<file path="config.mk">
export PLATFORM = sky130hd
export DESIGN_NAME = fault_temp_regbank
export DESIGN_NICKNAME = d
export VERILOG_FILES = /design/src/core/fault_flag_bit.v /design/src/core/fault_temp_regbank.v /design/src/core/pin_sync3.v
export VERILOG_INCLUDE_DIRS = /design/src /design/src/include
export SDC_FILE = /design/constraint.sdc
export NUM_CORES = 1
export LEC_CHECK = 0
export BUFFER_PORTS_ARGS = -buffer_cell sky130_fd_sc_hd__buf_2
export CAP_MARGIN = 15
export CORE_ASPECT_RATIO = 0.6
export CORE_MARGIN = 8
export CORE_UTILIZATION = 43
export CTS_BUF_LIST = sky130_fd_sc_hd__clkbuf_8
export DETAILED_ROUTE_END_ITERATION = 10
export PLACE_DENSITY = 0.68
export SYNTH_ARGS = -nofsm -noshare
export SYNTH_HDL_FRONTEND = slang
export SYNTH_HIERARCHICAL = 1
export SYNTH_SLANG_ARGS = --single-unit
</file>
<file path="constraint.sdc">
create_clock -name core_clk -period 1.7 [get_ports core_clk]
set_input_delay 0.17 -clock core_clk [delete_from_list [all_inputs] [get_ports core_clk]]
set_output_delay 0.17 -clock core_clk [all_outputs]
set_load 0.005 [all_outputs]
</file>
<file path="src/include/fault_temp_regs.vh">
// Constants for the fault flag register and the die temperature registers.
// Included by the fault_temp_regbank core only; definitions only.
`ifndef FAULT_TEMP_REGS_VH
`define FAULT_TEMP_REGS_VH

// Register offsets on the register access port
`define OFS_FAULT_FLAGS_THREE 12'h058
`define OFS_DIE_TEMP_READING 12'h0E8
`define OFS_DIE_TEMP_UPPER 12'h0EC
`define OFS_DIE_TEMP_LOWER 12'h0EE

// Fault flag positions, each ack bit sits one below its flag
`define BIT_SYNC_LOSS 15
`define BIT_SUPPLY_OVERCURRENT 13
`define BIT_PUMP_CAP_MISSING 11
`define BIT_PUMP_FAULT 9
`define BIT_FREQ_RES_MISSING 7
`define BIT_BAD_STRING_CONFIG 5
`define BIT_SUPPLY_OVERVOLTAGE 3
`define BIT_SUPPLY_UNDERVOLTAGE 1

// Reset values
`define RST_FAULT_FLAGS 16'h0000
`define RST_DIE_TEMP 9'h100
`define RST_TEMP_UPPER 9'h07D
`define RST_TEMP_LOWER 9'h069

// Field widths
`define TEMP_W 9
`define FAULT_NUM 8

`endif

</file>
<file path="src/core/fault_flag_bit.v">
// One fault flag with its companion ack bit.
// Assumes a single clock, sync reset, and a one-cycle write strobe.
`timescale 1ns/1ps
`default_nettype none
module fault_flag_bit
(
    // Clock and reset
    input wire core_clk,
    input wire reset,
    // Fault event from the detector, one cycle or level
    input wire fault_event,
    // Host write to the flag/ack pair
    input wire wr_en,
    input wire wr_flag,
    input wire wr_ack,
    // State
    output wire flag
);
    reg flag_q;
    reg flag_d;

    // A new fault wins over a clear in the same cycle so no event is lost
    always @*
    begin
        flag_d = flag_q;
        if (wr_en && wr_flag && wr_ack)
        begin
            flag_d = 1'b0;
        end
        if (fault_event)
        begin
            flag_d = 1'b1;
        end
    end

    // Flag register
    always @(posedge core_clk)
    begin
        if (reset)
        begin
            flag_q <= 1'b0;
        end
        else
        begin
            flag_q <= flag_d;
        end
    end

    assign flag = flag_q;
endmodule
`default_nettype wire

</file>
<file path="src/core/fault_temp_regbank.v">
// Fault flag register and die temperature registers of a backlight driver.
// Assumes a register access port on core_clk: one-cycle write or read strobes with
// address and data, read data valid the cycle after the read strobe.
// Fault detectors are asynchronous levels; the converter result is on core_clk.
// The interrupt output is a plain level; any pin driver and its polarity sit
// outside this block. A flag needs a fresh rising detector level to set again.
// Only the low TEMP_W bits of a threshold write are kept.
`timescale 1ns/1ps
`default_nettype none
`include "fault_temp_regs.vh"
module fault_temp_regbank
#(
    parameter ADDR_W = 12,
    parameter TEMP_W = `TEMP_W
)
(
    // Clock and reset
    input wire core_clk,
    input wire reset,
    // Register access port
    input wire reg_wr,
    input wire reg_rd,
    input wire [ADDR_W-1:0] reg_addr,
    input wire [15:0] reg_wdata,
    output wire [15:0] reg_rdata,
    output wire reg_rvalid,
    // Fault detector levels, asynchronous
    input wire sync_loss_det,
    input wire supply_overcurrent_det,
    input wire pump_capacitor_missing_det,
    input wire pump_fault_det,
    input wire freq_resistor_missing_det,
    input wire bad_string_config_det,
    input wire supply_overvoltage_det,
    input wire supply_undervoltage_det,
    // Converter result, same clock
    input wire temp_sample_valid,
    input wire [TEMP_W-1:0] temp_sample,
    // Outputs to the rest of the device
    output wire fault_irq,
    output wire [TEMP_W-1:0] temp_upper_limit,
    output wire [TEMP_W-1:0] temp_lower_limit,
    output wire temp_above_upper,
    output wire temp_below_lower
);
    wire [7:0] det_async;
    wire [7:0] det_sync;
    wire [7:0] flags;
    wire fault_wr;
    reg [7:0] det_prev_q;
    reg [TEMP_W-1:0] temp_q;
    reg [TEMP_W-1:0] upper_q;
    reg [TEMP_W-1:0] lower_q;
    reg [15:0] rdata_q;
    reg rvalid_q;
    reg irq_q;
    reg above_q;
    reg below_q;
    reg [15:0] rdata_d;
    wire [7:0] fault_rise;
    wire upper_wr;
    wire lower_wr;
    wire [15:0] fault_view;
    wire [15:0] temp_view;
    wire [15:0] upper_view;
    wire [15:0] lower_view;
    genvar i;

    // Reserved bits above a temperature field
    localparam PAD_W = 16 - TEMP_W;

    // Detector order matches flag positions from high to low
    assign det_async = {sync_loss_det, supply_overcurrent_det,
                        pump_capacitor_missing_det, pump_fault_det,
                        freq_resistor_missing_det, bad_string_config_det,
                        supply_overvoltage_det, supply_undervoltage_det};

    // Pin levels cross into core_clk through three stages; a glitch shorter
    // than two clock periods can be missed, which suits slow fault detectors
    pin_sync3 #(
        .WIDTH(`FAULT_NUM)
    ) u_det_sync (
        .core_clk(core_clk),
        .reset(reset),
        .async_in(det_async),
        .sync_out(det_sync)
    );

    // Rising detector edges set flags, so a cleared flag stays clear while
    // the fault merely persists; a fresh fault re-arms it
    always @(posedge core_clk)
    begin
        if (reset)
        begin
            det_prev_q <= 8'h00;
        end
        else
        begin
            det_prev_q <= det_sync;
        end
    end

    // Rising edge of each synchronised detector level
    assign fault_rise = det_sync & ~det_prev_q;

    // Write decodes; nothing decodes a write to the measurement register,
    // so the converter stays its only writer
    assign fault_wr = reg_wr && (reg_addr == `OFS_FAULT_FLAGS_THREE);
    assign upper_wr = reg_wr && (reg_addr == `OFS_DIE_TEMP_UPPER);
    assign lower_wr = reg_wr && (reg_addr == `OFS_DIE_TEMP_LOWER);

    // One flag cell per fault; flag k lives at bit 2k+1, ack at 2k
    // A fault and a clearing write in one cycle leave the flag set
    generate
        for (i = 0; i < `FAULT_NUM; i = i + 1)
        begin : g_flag
            fault_flag_bit u_flag (
                .core_clk(core_clk),
                .reset(reset),
                .fault_event(fault_rise[i]),
                .wr_en(fault_wr),
                .wr_flag(reg_wdata[2*i+1]),
                .wr_ack(reg_wdata[2*i]),
                .flag(flags[i])
            );
        end
    endgenerate

    // Interrupt follows the OR of all flags; registered so the output
    // cannot glitch while several flags change at once
    always @(posedge core_clk)
    begin
        if (reset)
        begin
            irq_q <= 1'b0;
        end
        else
        begin
            irq_q <= |flags;
        end
    end

    // Temperature measurement: hardware only, host writes have no effect;
    // the reading holds its last sample between converter pulses
    always @(posedge core_clk)
    begin
        if (reset)
        begin
            temp_q <= `RST_DIE_TEMP;
        end
        else if (temp_sample_valid)
        begin
            temp_q <= temp_sample;
        end
    end

    // Upper threshold: only the field bits are kept, reserved bits read zero
    always @(posedge core_clk)
    begin
        if (reset)
        begin
            upper_q <= `RST_TEMP_UPPER;
        end
        else if (upper_wr)
        begin
            upper_q <= reg_wdata[TEMP_W-1:0];
        end
    end

    // Lower threshold, same encoding as the upper one
    always @(posedge core_clk)
    begin
        if (reset)
        begin
            lower_q <= `RST_TEMP_LOWER;
        end
        else if (lower_wr)
        begin
            lower_q <= reg_wdata[TEMP_W-1:0];
        end
    end

    // Signed compares treat codes 100h-1FFh as negative degrees
    always @(posedge core_clk)
    begin
        if (reset)
        begin
            above_q <= 1'b0;
        end
        else
        begin
            above_q <= $signed(temp_q) > $signed(upper_q);
        end
    end

    // The reset reading is -256 degrees, so this flag rises just after reset
    always @(posedge core_clk)
    begin
        if (reset)
        begin
            below_q <= 1'b0;
        end
        else
        begin
            below_q <= $signed(temp_q) < $signed(lower_q);
        end
    end

    // Fault register view; ack bits are not stored and read zero, so a
    // read-modify-write of the register can never clear a flag by accident
    generate
        for (i = 0; i < `FAULT_NUM; i = i + 1)
        begin : g_view
            assign fault_view[2*i+1] = flags[i];
            assign fault_view[2*i] = 1'b0;
        end
    endgenerate

    // Reserved upper bits read zero whatever the host wrote there
    assign temp_view = {{PAD_W{1'b0}}, temp_q};
    assign upper_view = {{PAD_W{1'b0}}, upper_q};
    assign lower_view = {{PAD_W{1'b0}}, lower_q};

    // Read mux; unmapped addresses read zero
    always @*
    begin
        rdata_d = 16'h0000;
        case (reg_addr)
            `OFS_FAULT_FLAGS_THREE:
            begin
                rdata_d = fault_view;
            end
            `OFS_DIE_TEMP_READING:
            begin
                rdata_d = temp_view;
            end
            `OFS_DIE_TEMP_UPPER:
            begin
                rdata_d = upper_view;
            end
            `OFS_DIE_TEMP_LOWER:
            begin
                rdata_d = lower_view;
            end
            default:
            begin
                rdata_d = 16'h0000;
            end
        endcase
    end

    // Read strobe echoed one cycle later as the valid pulse
    always @(posedge core_clk)
    begin
        if (reset)
        begin
            rvalid_q <= 1'b0;
        end
        else
        begin
            rvalid_q <= reg_rd;
        end
    end

    // Read data is held until the next read, so a slow host may sample late
    always @(posedge core_clk)
    begin
        if (reset)
        begin
            rdata_q <= 16'h0000;
        end
        else if (reg_rd)
        begin
            rdata_q <= rdata_d;
        end
    end

    // Outputs come straight from flip-flops
    assign reg_rdata = rdata_q;
    assign reg_rvalid = rvalid_q;
    assign fault_irq = irq_q;
    assign temp_upper_limit = upper_q;
    assign temp_lower_limit = lower_q;
    assign temp_above_upper = above_q;
    assign temp_below_lower = below_q;
endmodule
`default_nettype wire

</file>
<file path="src/core/pin_sync3.v">
// Three-stage synchroniser for a bus of asynchronous levels.
// A bit changes at the output only when stages two and three agree.
`timescale 1ns/1ps
`default_nettype none
module pin_sync3
#(
    parameter WIDTH = 8
)
(
    // Clock and reset
    input wire core_clk,
    input wire reset,
    // Asynchronous input and synchronised output
    input wire [WIDTH-1:0] async_in,
    output wire [WIDTH-1:0] sync_out
);
    reg [WIDTH-1:0] s1_q;
    reg [WIDTH-1:0] s2_q;
    reg [WIDTH-1:0] s3_q;
    genvar i;

    // Shift chain; the first stage feeds only the second
    always @(posedge core_clk)
    begin
        if (reset)
        begin
            s1_q <= {WIDTH{1'b0}};
            s2_q <= {WIDTH{1'b0}};
            s3_q <= {WIDTH{1'b0}};
        end
        else
        begin
            s1_q <= async_in;
            s2_q <= s1_q;
            s3_q <= s2_q;
        end
    end

    // Accept a change per bit once stages two and three agree
    generate
        for (i = 0; i < WIDTH; i = i + 1)
        begin : g_agree
            // One flip-flop per bit, so each output bit has a single driver
            reg agree_q;
            always @(posedge core_clk)
            begin
                if (reset)
                begin
                    agree_q <= 1'b0;
                end
                else if (s2_q[i] == s3_q[i])
                begin
                    agree_q <= s3_q[i];
                end
            end
            assign sync_out[i] = agree_q;
        end
    endgenerate
endmodule
`default_nettype wire

</file>
-- Word-level counts from Yosys, hierarchy flattened
Cells that the tools add are included.
W data, S select, Z words.
- order comparisons: 2
- eq/ne operators: 12
- mux-type cells: 17
- bitwise logic cells: 2
- reductions and logical operators: 28
- operators by type and width (operator ; number):
    $pmux W16 S4 ; 1
    $eq A12 B8 Y1 const B ; 3
    $logic_and A1 B1 Y1 ; 19
    $mux W1 ; 16
    $reduce_bool A2 Y1 ; 8
    $eq A12 B7 Y1 const B ; 1
    $gt A9 B9 Y1 ; 1
    $lt A9 B9 Y1 ; 1
    $and A8 B8 Y8 ; 1
    $eq A1 B1 Y1 ; 8
    $not A8 Y8 ; 1
    $reduce_or A8 Y1 ; 1
- flip-flop bits (word level): 95
- output and inout bits: 38
- logic and storage cells: 89

-- Logic depth before layout (Yosys ltp)
Gate-level depths: netlist of run 1.
- word-level depth: 6
- gate-level depth with buffers: 6
- mapped depth without buffers: 6

-- By module
Netlist of run 1, hierarchy kept.
- by module, submodules not included (module ; instances ; cells each ; area each (um^2) ; seq. area each (um^2)):
    fault_temp_regbank ; 1 ; 261 ; 2543.7 ; 1041.0
    pin_sync3 ; 1 ; 91 ; 983.4 ; 640.6
    fault_flag_bit ; 8 ; 4 ; 43.8 ; 20.0

-- Worst setup path after synthesis of run 1
Ideal clock, no wire load.
- path kind: input to register
- start point: input port reg_addr[1]
- end point: register g_flag[5].u_flag.flag_q
- library setup time: 0.113 ns
- arrival: 1.489 ns
- data required time: 1.587 ns
- slack: 0.098 ns
- stages: 6
- buffers on the path: 1
- cells stage by stage: or4b_1 clkbuf_1 nand2b_4 nor2_1 and4b_1 nor3_2
- cells in the longest elaborated chain, start to end: 5
- ends and longest elaborated chain (item ; RTL line ; text):
    start, declared ; fault_temp_regbank.v:23 ; input wire [ADDR_W-1:0] reg_addr,
    $eq A12 B7 Y1 ; - ;
    $logic_and A1 B1 Y1 ; fault_temp_regbank.v:108 ; assign fault_wr = reg_wr && (reg_addr == `OFS_FAULT_FLAGS_THREE);
    net fault_wr ; fault_temp_regbank.v:49 ; wire fault_wr;
    $logic_and A1 B1 Y1 (2 in a row) ; fault_flag_bit.v:26 ; if (wr_en && wr_flag && wr_ack)
    $reduce_bool A2 Y1 (no line) ; - ;
    end signal, assigned ; fault_flag_bit.v:45 ; flag_q <= flag_d;
    end, declared ; fault_flag_bit.v:19 ; reg flag_q;
The timed path passes the listed nets, and every way through them passes these cells.
A chain may end at the register's enable or synchronous reset.

-- Worst setup path in the final report of run 1
- start point: register lower_q[3], in the netlist temp_lower_limit[3]
- end point: register below_q, in the netlist temp_below_lower
- cells in the longest elaborated chain, start to end: 1
- ends and longest elaborated chain (item ; RTL line ; text):
    start, declared ; fault_temp_regbank.v:53 ; reg [TEMP_W-1:0] lower_q;
    start signal, assigned ; fault_temp_regbank.v:175 ; lower_q <= `RST_TEMP_LOWER;
    start signal, assigned ; fault_temp_regbank.v:179 ; lower_q <= reg_wdata[TEMP_W-1:0];
    $lt A9 B9 Y1 ; fault_temp_regbank.v:205 ; below_q <= $signed(temp_q) < $signed(lower_q);
    end signal, assigned ; fault_temp_regbank.v:205 ;
    end, declared ; fault_temp_regbank.v:58 ; reg below_q;
Every way passes these cells.

==> results.py, run 1 <==
metrics = {
    "run_status": {
        "status": "finished clean",
    },
    "critical_path": {
        "endpoint_kind": "register",
        "cp.required_ps": 2000,
        "crit_buf_inv": 1,
        "critPathKind": "register to register",
        "critical_path_arrival_ps": 1870,
        "cp_top_family": "compound AO/OA/AOI/OAI gates",
        "crit_chain": "inv_1, ha_1, a211o_1, a31oi_1, o221ai_1, a21oi_2",
        "crit_path_max_incr_delay_ps": 390,
        "worst-path-max-fanout": 3,
        "start_kind": "register",
        "critPathSlowestCell": "dfxtp_1",
    },
    "cells_and_area": {
        "area_growth_syn_to_layout_pct": 22.4,
        "layout_common_cells": "92 x dfxtp_1, 84 x buf_2, 41 x nor2b_1, 29 x nor2_1, 27 x mux2i_1",
        "antennaDiodeCount": 0,
        "drive_gt1_share_pct": 27.0,
        "fin_area_mm2": 0.00474,
        "num-fill-cells": 797,
        "fin_nets": 549,
        "layout_commonest_cell": "dfxtp_1",
    },
    "die": {
        "start_util_pct": 45.0,
        "coreArea_mm2": 0.00862,
        "dieWidth_um": 139,
        "rows": 26,
        "io_pins": 88,
        "dieArea_mm2": 0.0124,
        "chipHeight_um": 89.6,
    },
    "routing": {
        "routed_wl_mm": 10.1,
        "wl_per_cell_um": 16.9,
        "ant_nets": 0,
        "drc": 0,
        "drt_iter0_markers": 219,
        "firstDrtPassIters": 4,
        "vias": 3039,
        "viasPerCell": 5.08,
    },
    "pwr": {
        "intPower_uw": 3120,
        "p_comb_share_pct": 7.3,
        "swShare_pct": 22.2,
        "pwr-share-clk_pct": 37.3,
        "switchingPower_uw": 892,
        "seqPwrFrac_pct": 55.4,
        "p_leak_uw": 0.00213,
        "powerDensity_mw_per_mm2": 845,
        "vdd_drop_max_v": 0.000510,
    },
    "synth": {
        "synth_area_leader_cell": "dfxtp_1",
        "synth-seq-cells": 92,
        "ys_top_cells_by_area": "dfxtp_1 47%, mux2i_1 7.0%, nor2b_1 6.6%",
        "synth_edf_count": 0,
        "yosysSeqAreaShare_pct": 47.5,
        "syn_avg_cell_area_um2": 10.1,
        "syn_area_mm2": 0.00388,
        "synth_top_area_share_pct": 47.5,
        "synthArstFlopShare_pct": 0,
        "synth_warnings": 6,
        "ys.flop_type": "dfxtp_1",
        "synth.distinct_cells": 45,
        "synthCells": 384,
    },
    "place": {
        "gp_congestion": 0.857,
        "io_buffer_count": 84,
        "dpl-instance-area_mm2": 0.00445,
        "dpl.hpwl_mm": 7.85,
        "dp_slack_ps": 24.6,
    },
    "sta": {
        "skew_ps": 8.34,
        "hold_violations": 0,
        "fmax_mhz": 637,
        "worst_slack_ps": 130,
        "finalCritPeriodShare_pct": 92.3,
        "slew_headroom_pct": 46.2,
        "worst_pin_slew_ps": 805,
        "setup_viol": 0,
        "rsz0062_at_grt": "no",
        "fin_crit_ps": 1570,
        "setup-tns-final_ps": 0,
        "slew_viol_final": 0,
    },
    "clocking": {
        "htreeDepth": 3,
        "cts_tree": "yes",
        "clk_pin_slew_worst_paths_ps": 80,
        "clk_latency_ps": 360,
        "cts_made_buffers": 9,
        "cts_sinks": 92,
        "clockBufferDepth": 2,
        "root_buffer": "clkbuf_8",
        "postCtsSetupBuffers": 0,
    },
    "hold_path": {
        "min_path_type": "input pin to register",
    },
    "global_routing": {
        "grt_max_degree": 51,
        "grt_pass1_vias": 3030,
        "grt_pass1_wl_mm": 16.4,
        "antenna_found_initial": 0,
        "grt_use_total_pct": 17.0,
        "gr-total-overflow": 0,
    },
    "flow_run": {
        "maxCapViolCount": 0,
    },
}
[worst min-delay path: stages]
cell     delay (ps)
buf_2            70
mux2i_1          60
nand2_1          60
[per-layer routing]
layer / vias to the layer above / wire length (um) / GRT usage, %
li1: 1525 / - / -
met1: 1406 / 5180 / 24.2
met2: 101 / 3840 / 23.1
met3: 7 / 1030 / 6.95
met4: 0 / 47 / 3.53
met5: - / 0 / 0
[repair_timing]
action	in CTS	in global routing
hold buffers	8	0
setup endpoints to repair	0	1
endpoints found under the hold margin	8	0
resized for setup	0	2
[cell type report]
| type | count | area (um^2) | area share, % |
|---|---|---|---|
| clock buffer | 12 | 165 | 3.48 |
| clock inverter | 3 | 37.5 | 0.791 |
| inverter | 21 | 78.8 | 1.66 |
| multi-input combinational | 249 | 1830 | 38.5 |
| sequential | 92 | 1840 | 38.8 |
| tap | 112 | 140 | 2.95 |
| timing repair buffer | 109 | 653 | 13.8 |
[cells by family after synthesis]
| family | share of synthesized area (%) |
|---|---|
| buf+inv | 5.81 |
| mux | 6.97 |
| simple gates | 21.8 |
| other cells | 0.0967 |
| flops | 47.5 |
| fa+ha+maj | 5.49 |
| compound gates | 12.3 |
[power groups by stage]
| stage | clock, uW | combinational, uW | sequential (uW) |
|---|---|---|---|
| 3_5_place_dp | 0 | 274 | 2270 |
| 3_3_place_gp | 0 | 268 | 2270 |
| 4_1_cts | 1550 | 289 | 2220 |
| 5_1_grt | 1640 | 324 | 2230 |
| 6_report | 1500 | 291 | 2220 |
| 2_1_floorplan | 0 | 145 | 2260 |
[per-stage QoR]
step,power [uW],cells,hold WS (ps),util (%)
finish,4010,598,25.2,55.0
global route,4190,598,26.3,55.0
global placement,2540,575,383,51.6
floorplan,2410,386,240,-
detailed placement,2550,575,386,51.6
CTS,4060,598,0.766,54.9
[sequential cells by signal, summed over array words and instances, names as in the netlist]
name                        flops
u_det_sync/s2_q                 8
reg_rdata                      13
temp_lower_limit                9
temp_below_lower                1
temp_above_upper                1
det_prev_q                      8
u_det_sync/s3_q                 8
reg_rvalid                      1
fault_irq                       1
u_det_sync/g_agree.agree_q      8
temp_upper_limit                9
temp_q                          9
g_flag.u_flag/flag              8
u_det_sync/s1_q                 8
[worst paths after layout]
path / from / slack [ps] / end / depth (start not counted)
setup reg to reg: temp_lower_limit[3] / 130 / temp_below_lower / 6
hold reg to reg: u_det_sync/s1_q[0] / 440 / u_det_sync/s2_q[0] / 1
hold / removal: temp_sample[8] / 30 / temp_q[8] / 3
setup / recovery: temp_lower_limit[3] / 130 / temp_below_lower / 6
[synth_stat cells (9+ instances only)]
| cell | instances |
|---|---|
| dfxtp_1 | 92 |
| nor2b_1 | 41 |
| nor2_1 | 29 |
| mux2i_1 | 27 |
| inv_1 | 21 |
| nand2_1 | 21 |
| ha_1 | 17 |
| buf_4 | 15 |
| a21oi_1 | 14 |
| a22o_1 | 13 |
| nor3_2 | 9 |
Power figures use the tool's default switching activity.
==> run 2, diff against run 1 <==
- BUFFER_PORTS_ARGS: -buffer_cell sky130_fd_sc_hd__buf_2 -> -buffer_cell sky130_fd_sc_hd__buf_4
- CORE_UTILIZATION: 43 -> 50
- PLACE_DENSITY: 0.68 -> 0.78
==> run 2 against run 1 <==
Against the previous run: clock skew rose by 8.1 ps; cell area increased by 2.6%; total power is 3.7% lower; fmax decreased by 3.3%; combinational power rose by 5%; sequential power is essentially flat; critical path depth stayed put; register-to-register slack got worse by 50 ps; worst hold slack improved by 0.98 ps; sequential share of layout area is 0.98 points lower; critical path type unchanged.
==> results.py, run 2 (synthesis results as in run 1) <==
metrics = {
    "run_status": {
        "status": "finished clean",
    },
    "routing": {
        "firstDrtPassIters": 5,
        "routed_wl_mm": 9.86,
        "viasPerCell": 5.27,
        "drc": 0,
        "wl_per_cell_um": 16.7,
        "drt_iter0_markers": 211,
        "ant_nets": 0,
        "vias": 3112,
    },
    "place": {
        "dpl.hpwl_mm": 7.80,
        "gp_congestion": 0.907,
        "io_buffer_count": 84,
        "dpl-instance-area_mm2": 0.00469,
        "dp_slack_ps": -24.4,
    },
    "die": {
        "dieWidth_um": 130,
        "dieArea_mm2": 0.0109,
        "start_util_pct": 50.4,
        "coreArea_mm2": 0.00769,
        "rows": 25,
        "chipHeight_um": 84.2,
        "io_pins": 88,
    },
    "clocking": {
        "cts_made_buffers": 9,
        "cts-resized-gates": 0,
        "htreeDepth": 3,
        "clk_latency_ps": 350,
        "cts_tree": "yes",
        "clk_pin_slew_worst_paths_ps": 100,
        "cts_hold_buf": 0,
        "cts_sinks": 92,
        "postCtsSetupBuffers": 0,
        "clockBufferDepth": 2,
        "root_buffer": "clkbuf_8",
    },
    "critical_path": {
        "worst-path-max-fanout": 3,
        "r2r_setup_slack_ps": 80,
        "cp.required_ps": 1990,
        "crit_path_max_incr_delay_ps": 380,
        "endpoint_kind": "register",
        "cp_top_family": "compound AO/OA/AOI/OAI gates",
        "start_kind": "register",
        "critPathSlowestCell": "nor4_1",
        "crit_chain": "inv_1, ha_1, inv_1, nor4_1, o221ai_1, a21oi_1",
        "r2r_start": "temp_lower_limit[8]",
        "worst-path-stages": 6,
        "critPathKind": "register to register",
        "r2r_cells": 6,
        "critical_path_arrival_ps": 1910,
        "crit_buf_inv": 2,
        "cp_common_cell": "inv_1",
        "reg2reg_to": "temp_below_lower",
    },
    "cells_and_area": {
        "layout_common_cells": "103 x buf_4, 92 x dfxtp_1, 41 x nor2b_1, 29 x nor2_1, 27 x mux2i_1",
        "fin_area_mm2": 0.00487,
        "layout_commonest_cell": "buf_4",
        "drive_gt1_share_pct": 27.7,
        "antennaDiodeCount": 0,
        "area_growth_syn_to_layout_pct": 25.5,
        "final_util_pct": 63.3,
        "fin_nets": 545,
        "largest_reg_flops": 13,
    },
    "hold_path": {
        "min_path_type": "input pin to register",
        "hold_end": "u_det_sync/s1_q[6]",
        "min_from": "supply_overcurrent_det",
        "worstHoldPathCells": 2,
    },
    "pwr": {
        "pwr-share-clk_pct": 34.5,
        "vdd_drop_max_v": 0.000385,
        "switchingPower_uw": 903,
        "powerDensity_mw_per_mm2": 793,
        "p_comb_share_pct": 7.9,
        "p_leak_uw": 0.00216,
        "swShare_pct": 23.4,
        "seqPwrFrac_pct": 57.6,
        "intPower_uw": 2960,
    },
    "sta": {
        "setup-tns-final_ps": 0,
        "skew_ps": 16.5,
        "slew_viol_final": 0,
        "hold_violations": 0,
        "rsz0062_at_grt": "no",
        "worst_pin_slew_ps": 514,
        "finalCritPeriodShare_pct": 95.5,
        "worst_slack_ps": 76.2,
        "whs_ps": 26.2,
        "fin_crit_ps": 1620,
        "slew_headroom_pct": 65.6,
        "fmax_mhz": 616,
        "setup_viol": 0,
    },
    "global_routing": {
        "grt_pass1_wl_mm": 15.4,
        "grt_pass1_vias": 2971,
        "antenna_found_initial": 0,
        "grt-busiest-layer": "met2",
        "met1_usage_pct": 25.1,
        "gr-total-overflow": 0,
        "met3_usage_pct": 6.64,
        "grt_use_total_pct": 17.9,
        "grt_max_degree": 33,
        "gr-usage-met2_pct": 25.6,
    },
    "flow_run": {
        "maxCapViolCount": 0,
    },
}
run 2: through the flow:
stage | power, uW | std cells
after CTS | 3890 | 591
after global routing | 4020 | 591
after detailed placement | 2570 | 575
final | 3860 | 591
after floorplan | 2410 | 386
after global placement | 2570 | 575
run 2: cell type report:
class | instances | area [um^2]
clock buffers | 11 | 151
clock inverters | 5 | 28.8
fillers | 666 | 2830
inverters | 21 | 78.8
multi-input cells | 249 | 1820
flip-flops and latches | 92 | 1840
well taps | 108 | 135
repair buffers | 105 | 813
run 2: power groups by stage:
stage          Sequential [uW]  Combinational (uW)  Clock (uW)
3_3_place_gp              2270                 297           0
4_1_cts                   2220                 305        1370
2_1_floorplan             2260                 145           0
5_1_grt                   2230                 332        1460
6_report                  2220                 305        1330
3_5_place_dp              2270                 303           0
run 2: worst max path at each step:
stage / start / to / slack (ps)
4_1_cts: temp_lower_limit[8] / temp_below_lower / 140
2_1_floorplan: reg_addr[1] / g_flag[5].u_flag/flag / 100
3_3_place_gp: reg_addr[1] / g_flag[6].u_flag/flag / 50
5_1_grt: temp_lower_limit[6] / temp_below_lower / 20
6_report: temp_lower_limit[8] / temp_below_lower / 80
3_5_place_dp: reg_addr[1] / reg_rdata[0] / -20
run 2: layer usage:
layer	part of all wire (%)	routed length (um)
met4	0.71	70
met5	0	0
met2	40	3970
met1	49	4800
met3	10	1020
==> run 3, diff against run 2 <==
- ABC_AREA: not set -> 1
- PLACE_DENSITY: 0.78 -> 0.77
==> run 3 against run 2 <==
Against the previous run: sequential power hardly changed; highest routed layer unchanged; clock power up 5%; clock-buffer cell count did not move; worst hold slack worse by 15 ps; first-iteration DRC count up 54%; fmax grew 5.1%; clock skew down 11 ps; critical endpoint is now temp_above_upper; non-clock buffer count fell by 4; synthesized cell count up 36%; core utilization fell by 0.061 points; total power grew 3.6%; sequential cell count is the same.
==> results.py, run 3 <==
metrics = {
    "run_status": {
        "status": "finished clean",
    },
    "sta": {
        "rsz0062_at_grt": "no",
        "whs_ps": 11.2,
        "fmax_mhz": 647,
        "fin_crit_ps": 1550,
        "setup-tns-final_ps": 0,
        "finalCritPeriodShare_pct": 90.9,
        "skew_ps": 5.47,
        "setup_viol": 0,
        "worst_slack_ps": 154,
        "hold_violations": 0,
        "slew_viol_final": 0,
    },
    "synth": {
        "ys.flop_type": "dfxtp_1",
        "yosysMostFrequentCell": "dfxtp_1",
        "synth_edf_count": 0,
        "yosys-top-cells-count": "92 x dfxtp_1, 74 x nor2_1, 73 x nand2_1",
        "synth_top_area_share_pct": 45.3,
        "ys_top_cells_by_area": "dfxtp_1 45%, nor2_1 6.8%, nand2_1 6.7%",
        "syn_area_mm2": 0.00407,
        "synthArstFlopShare_pct": 0,
        "synth_warnings": 6,
        "syn_avg_cell_area_um2": 7.78,
        "synth-seq-cells": 92,
        "synthCells": 523,
        "synth_area_leader_cell": "dfxtp_1",
        "synth.distinct_cells": 31,
        "yosysSeqAreaShare_pct": 45.3,
    },
    "global_routing": {
        "grt_use_total_pct": 20.5,
        "gr-total-overflow": 0,
        "grt_max_degree": 55,
        "antenna_found_initial": 0,
        "grt_pass1_wl_mm": 18.6,
        "grt_pass1_vias": 3635,
    },
    "pwr": {
        "powerDensity_mw_per_mm2": 803,
        "p_leak_uw": 0.00225,
        "vdd_drop_max_v": 0.000588,
    },
    "routing": {
        "drt_iter0_markers": 325,
        "vias": 3714,
        "ant_nets": 0,
        "wl_per_cell_um": 15.8,
        "drc": 0,
        "viasPerCell": 5.16,
        "routed_wl_mm": 11.4,
        "firstDrtPassIters": 5,
    },
    "die": {
        "coreArea_mm2": 0.00788,
        "chipHeight_um": 85.9,
        "dieWidth_um": 132,
        "rows": 25,
        "start_util_pct": 51.6,
        "dieArea_mm2": 0.0114,
        "io_pins": 88,
    },
    "clocking": {
        "postCtsSetupBuffers": 0,
        "cts_sinks": 92,
        "cts_made_buffers": 9,
        "clk_pin_slew_worst_paths_ps": 90,
        "htreeDepth": 3,
        "clk_latency_ps": 360,
        "cts_tree": "yes",
        "clockBufferDepth": 2,
        "root_buffer": "clkbuf_8",
    },
    "cells_and_area": {
        "num-fill-cells": 713,
        "antennaDiodeCount": 0,
        "fin_area_mm2": 0.00498,
        "layout_commonest_cell": "buf_4",
        "drive_gt1_share_pct": 23.5,
        "fin_nets": 674,
        "area_growth_syn_to_layout_pct": 22.4,
        "largest_reg_flops": 13,
        "layout_common_cells": "94 x buf_4, 88 x dfxtp_1, 74 x nor2_1, 73 x nand2_1, 69 x inv_1",
        "final_util_pct": 63.2,
    },
    "critical_path": {
        "cp.required_ps": 2000,
        "worst-path-max-fanout": 5,
        "critical_path_arrival_ps": 1850,
        "r2r_setup_slack_ps": 150,
        "start_kind": "register",
        "critPathKind": "register to register",
        "endpoint_kind": "register",
        "r2r_cells": 10,
    },
    "place": {
        "gp_congestion": 0.883,
        "io_buffer_count": 84,
        "dpl-instance-area_mm2": 0.00474,
        "dp_slack_ps": 133,
        "dpl.hpwl_mm": 8.67,
    },
    "hold_path": {
        "worstHoldPathCells": 3,
        "min_path_type": "input pin to register",
    },
    "flow_run": {
        "maxCapViolCount": 0,
    },
}
[run 3: cell count changes in the layout (fill, tap and decap cells not counted), moves of 10 or more]
| cell | change |
|---|---|
| nand2_1 | +52 |
| inv_1 | +46 |
| nor2_1 | +45 |
| nor2b_1 | -41 |
| nand3_1 | +31 |
| mux2i_1 | -27 |
| a21oi_1 | +20 |
| nand4_1 | +20 |
| o21ai_1 | +15 |
| a21oi_2 | +13 |
| a22o_1 | -13 |
| o21ai_0 | +10 |
[run 3: final cells by class]
cell class / count / area (um^2) / share of cell area, %
sequential: 92 / 1850 / 37.1
clock buffer: 11 / 151 / 3.04
multi-input combinational: 328 / 1730 / 34.8
timing repair buffer: 101 / 796 / 16.0
tap: 108 / 135 / 2.71
inverter: 75 / 284 / 5.70
clock inverter: 5 / 35.0 / 0.703
[run 3: cell families (layout without fill, tap and decap cells)]
logic type / Yosys count / in the layout / synth area share (%)
AOI/OAI and AO/OA: 91 / 91 / 13.1
adders and majority gates: 17 / 17 / 5.23
buffers and inverters: 105 / 192 / 12.4
DFF: 92 / 92 / 45.3
other: 1 / 3 / 0.0921
and+or+nand+nor: 217 / 217 / 24.0
[run 3: stage by stage]
stage | power (uW) | cells
after floorplan | 2460 | 525
after global placement | 2630 | 699
after detailed placement | 2650 | 699
after CTS | 4020 | 719
after global routing | 4160 | 720
final | 4000 | 720
[run 3: final timing paths]
path,endpoint,from
hold reg to reg,u_det_sync/s2_q[6],u_det_sync/s1_q[6]
hold / removal,u_det_sync/s1_q[1],supply_overvoltage_det
setup / recovery,temp_above_upper,temp_upper_limit[8]
setup reg to reg,temp_above_upper,temp_upper_limit[8]
[run 3: routing by layer]
layer,global-route usage (%),part of all wire (%),vias to the layer above
li1,-,-,1841
met1,27.8,48,1702
met2,30.3,42,160
met3,6.24,8.9,11
met4,6.76,1.0,0
met5,0,0,-
[run 3: critical path, stage by stage (launching register included)]
cell and delay [ps]:
dfxtp_1 390, inv_1 70, ha_1 350, nand2_1 100
nor2_1 150, nand2_1 90, nand3_1 80, nand2_1 50
nand2_1 50, nand2_1 40, nor2_1 90
[run 3: report_power, final]
group / leakage (uW) / internal [uW] / total, uW / switching, uW
combinational: 0.00140 / 169 / 369 / 200
clock: 0.0000957 / 614 / 1390 / 774
sequential: 0.000750 / 2200 / 2240 / 37.6
[run 3: repair_timing]
item / in CTS / in global routing
endpoints found under the hold margin: 4 / 1
gates resized for setup: 0 / 4
hold buffers: 4 / 1
setup endpoints to repair: 0 / 2
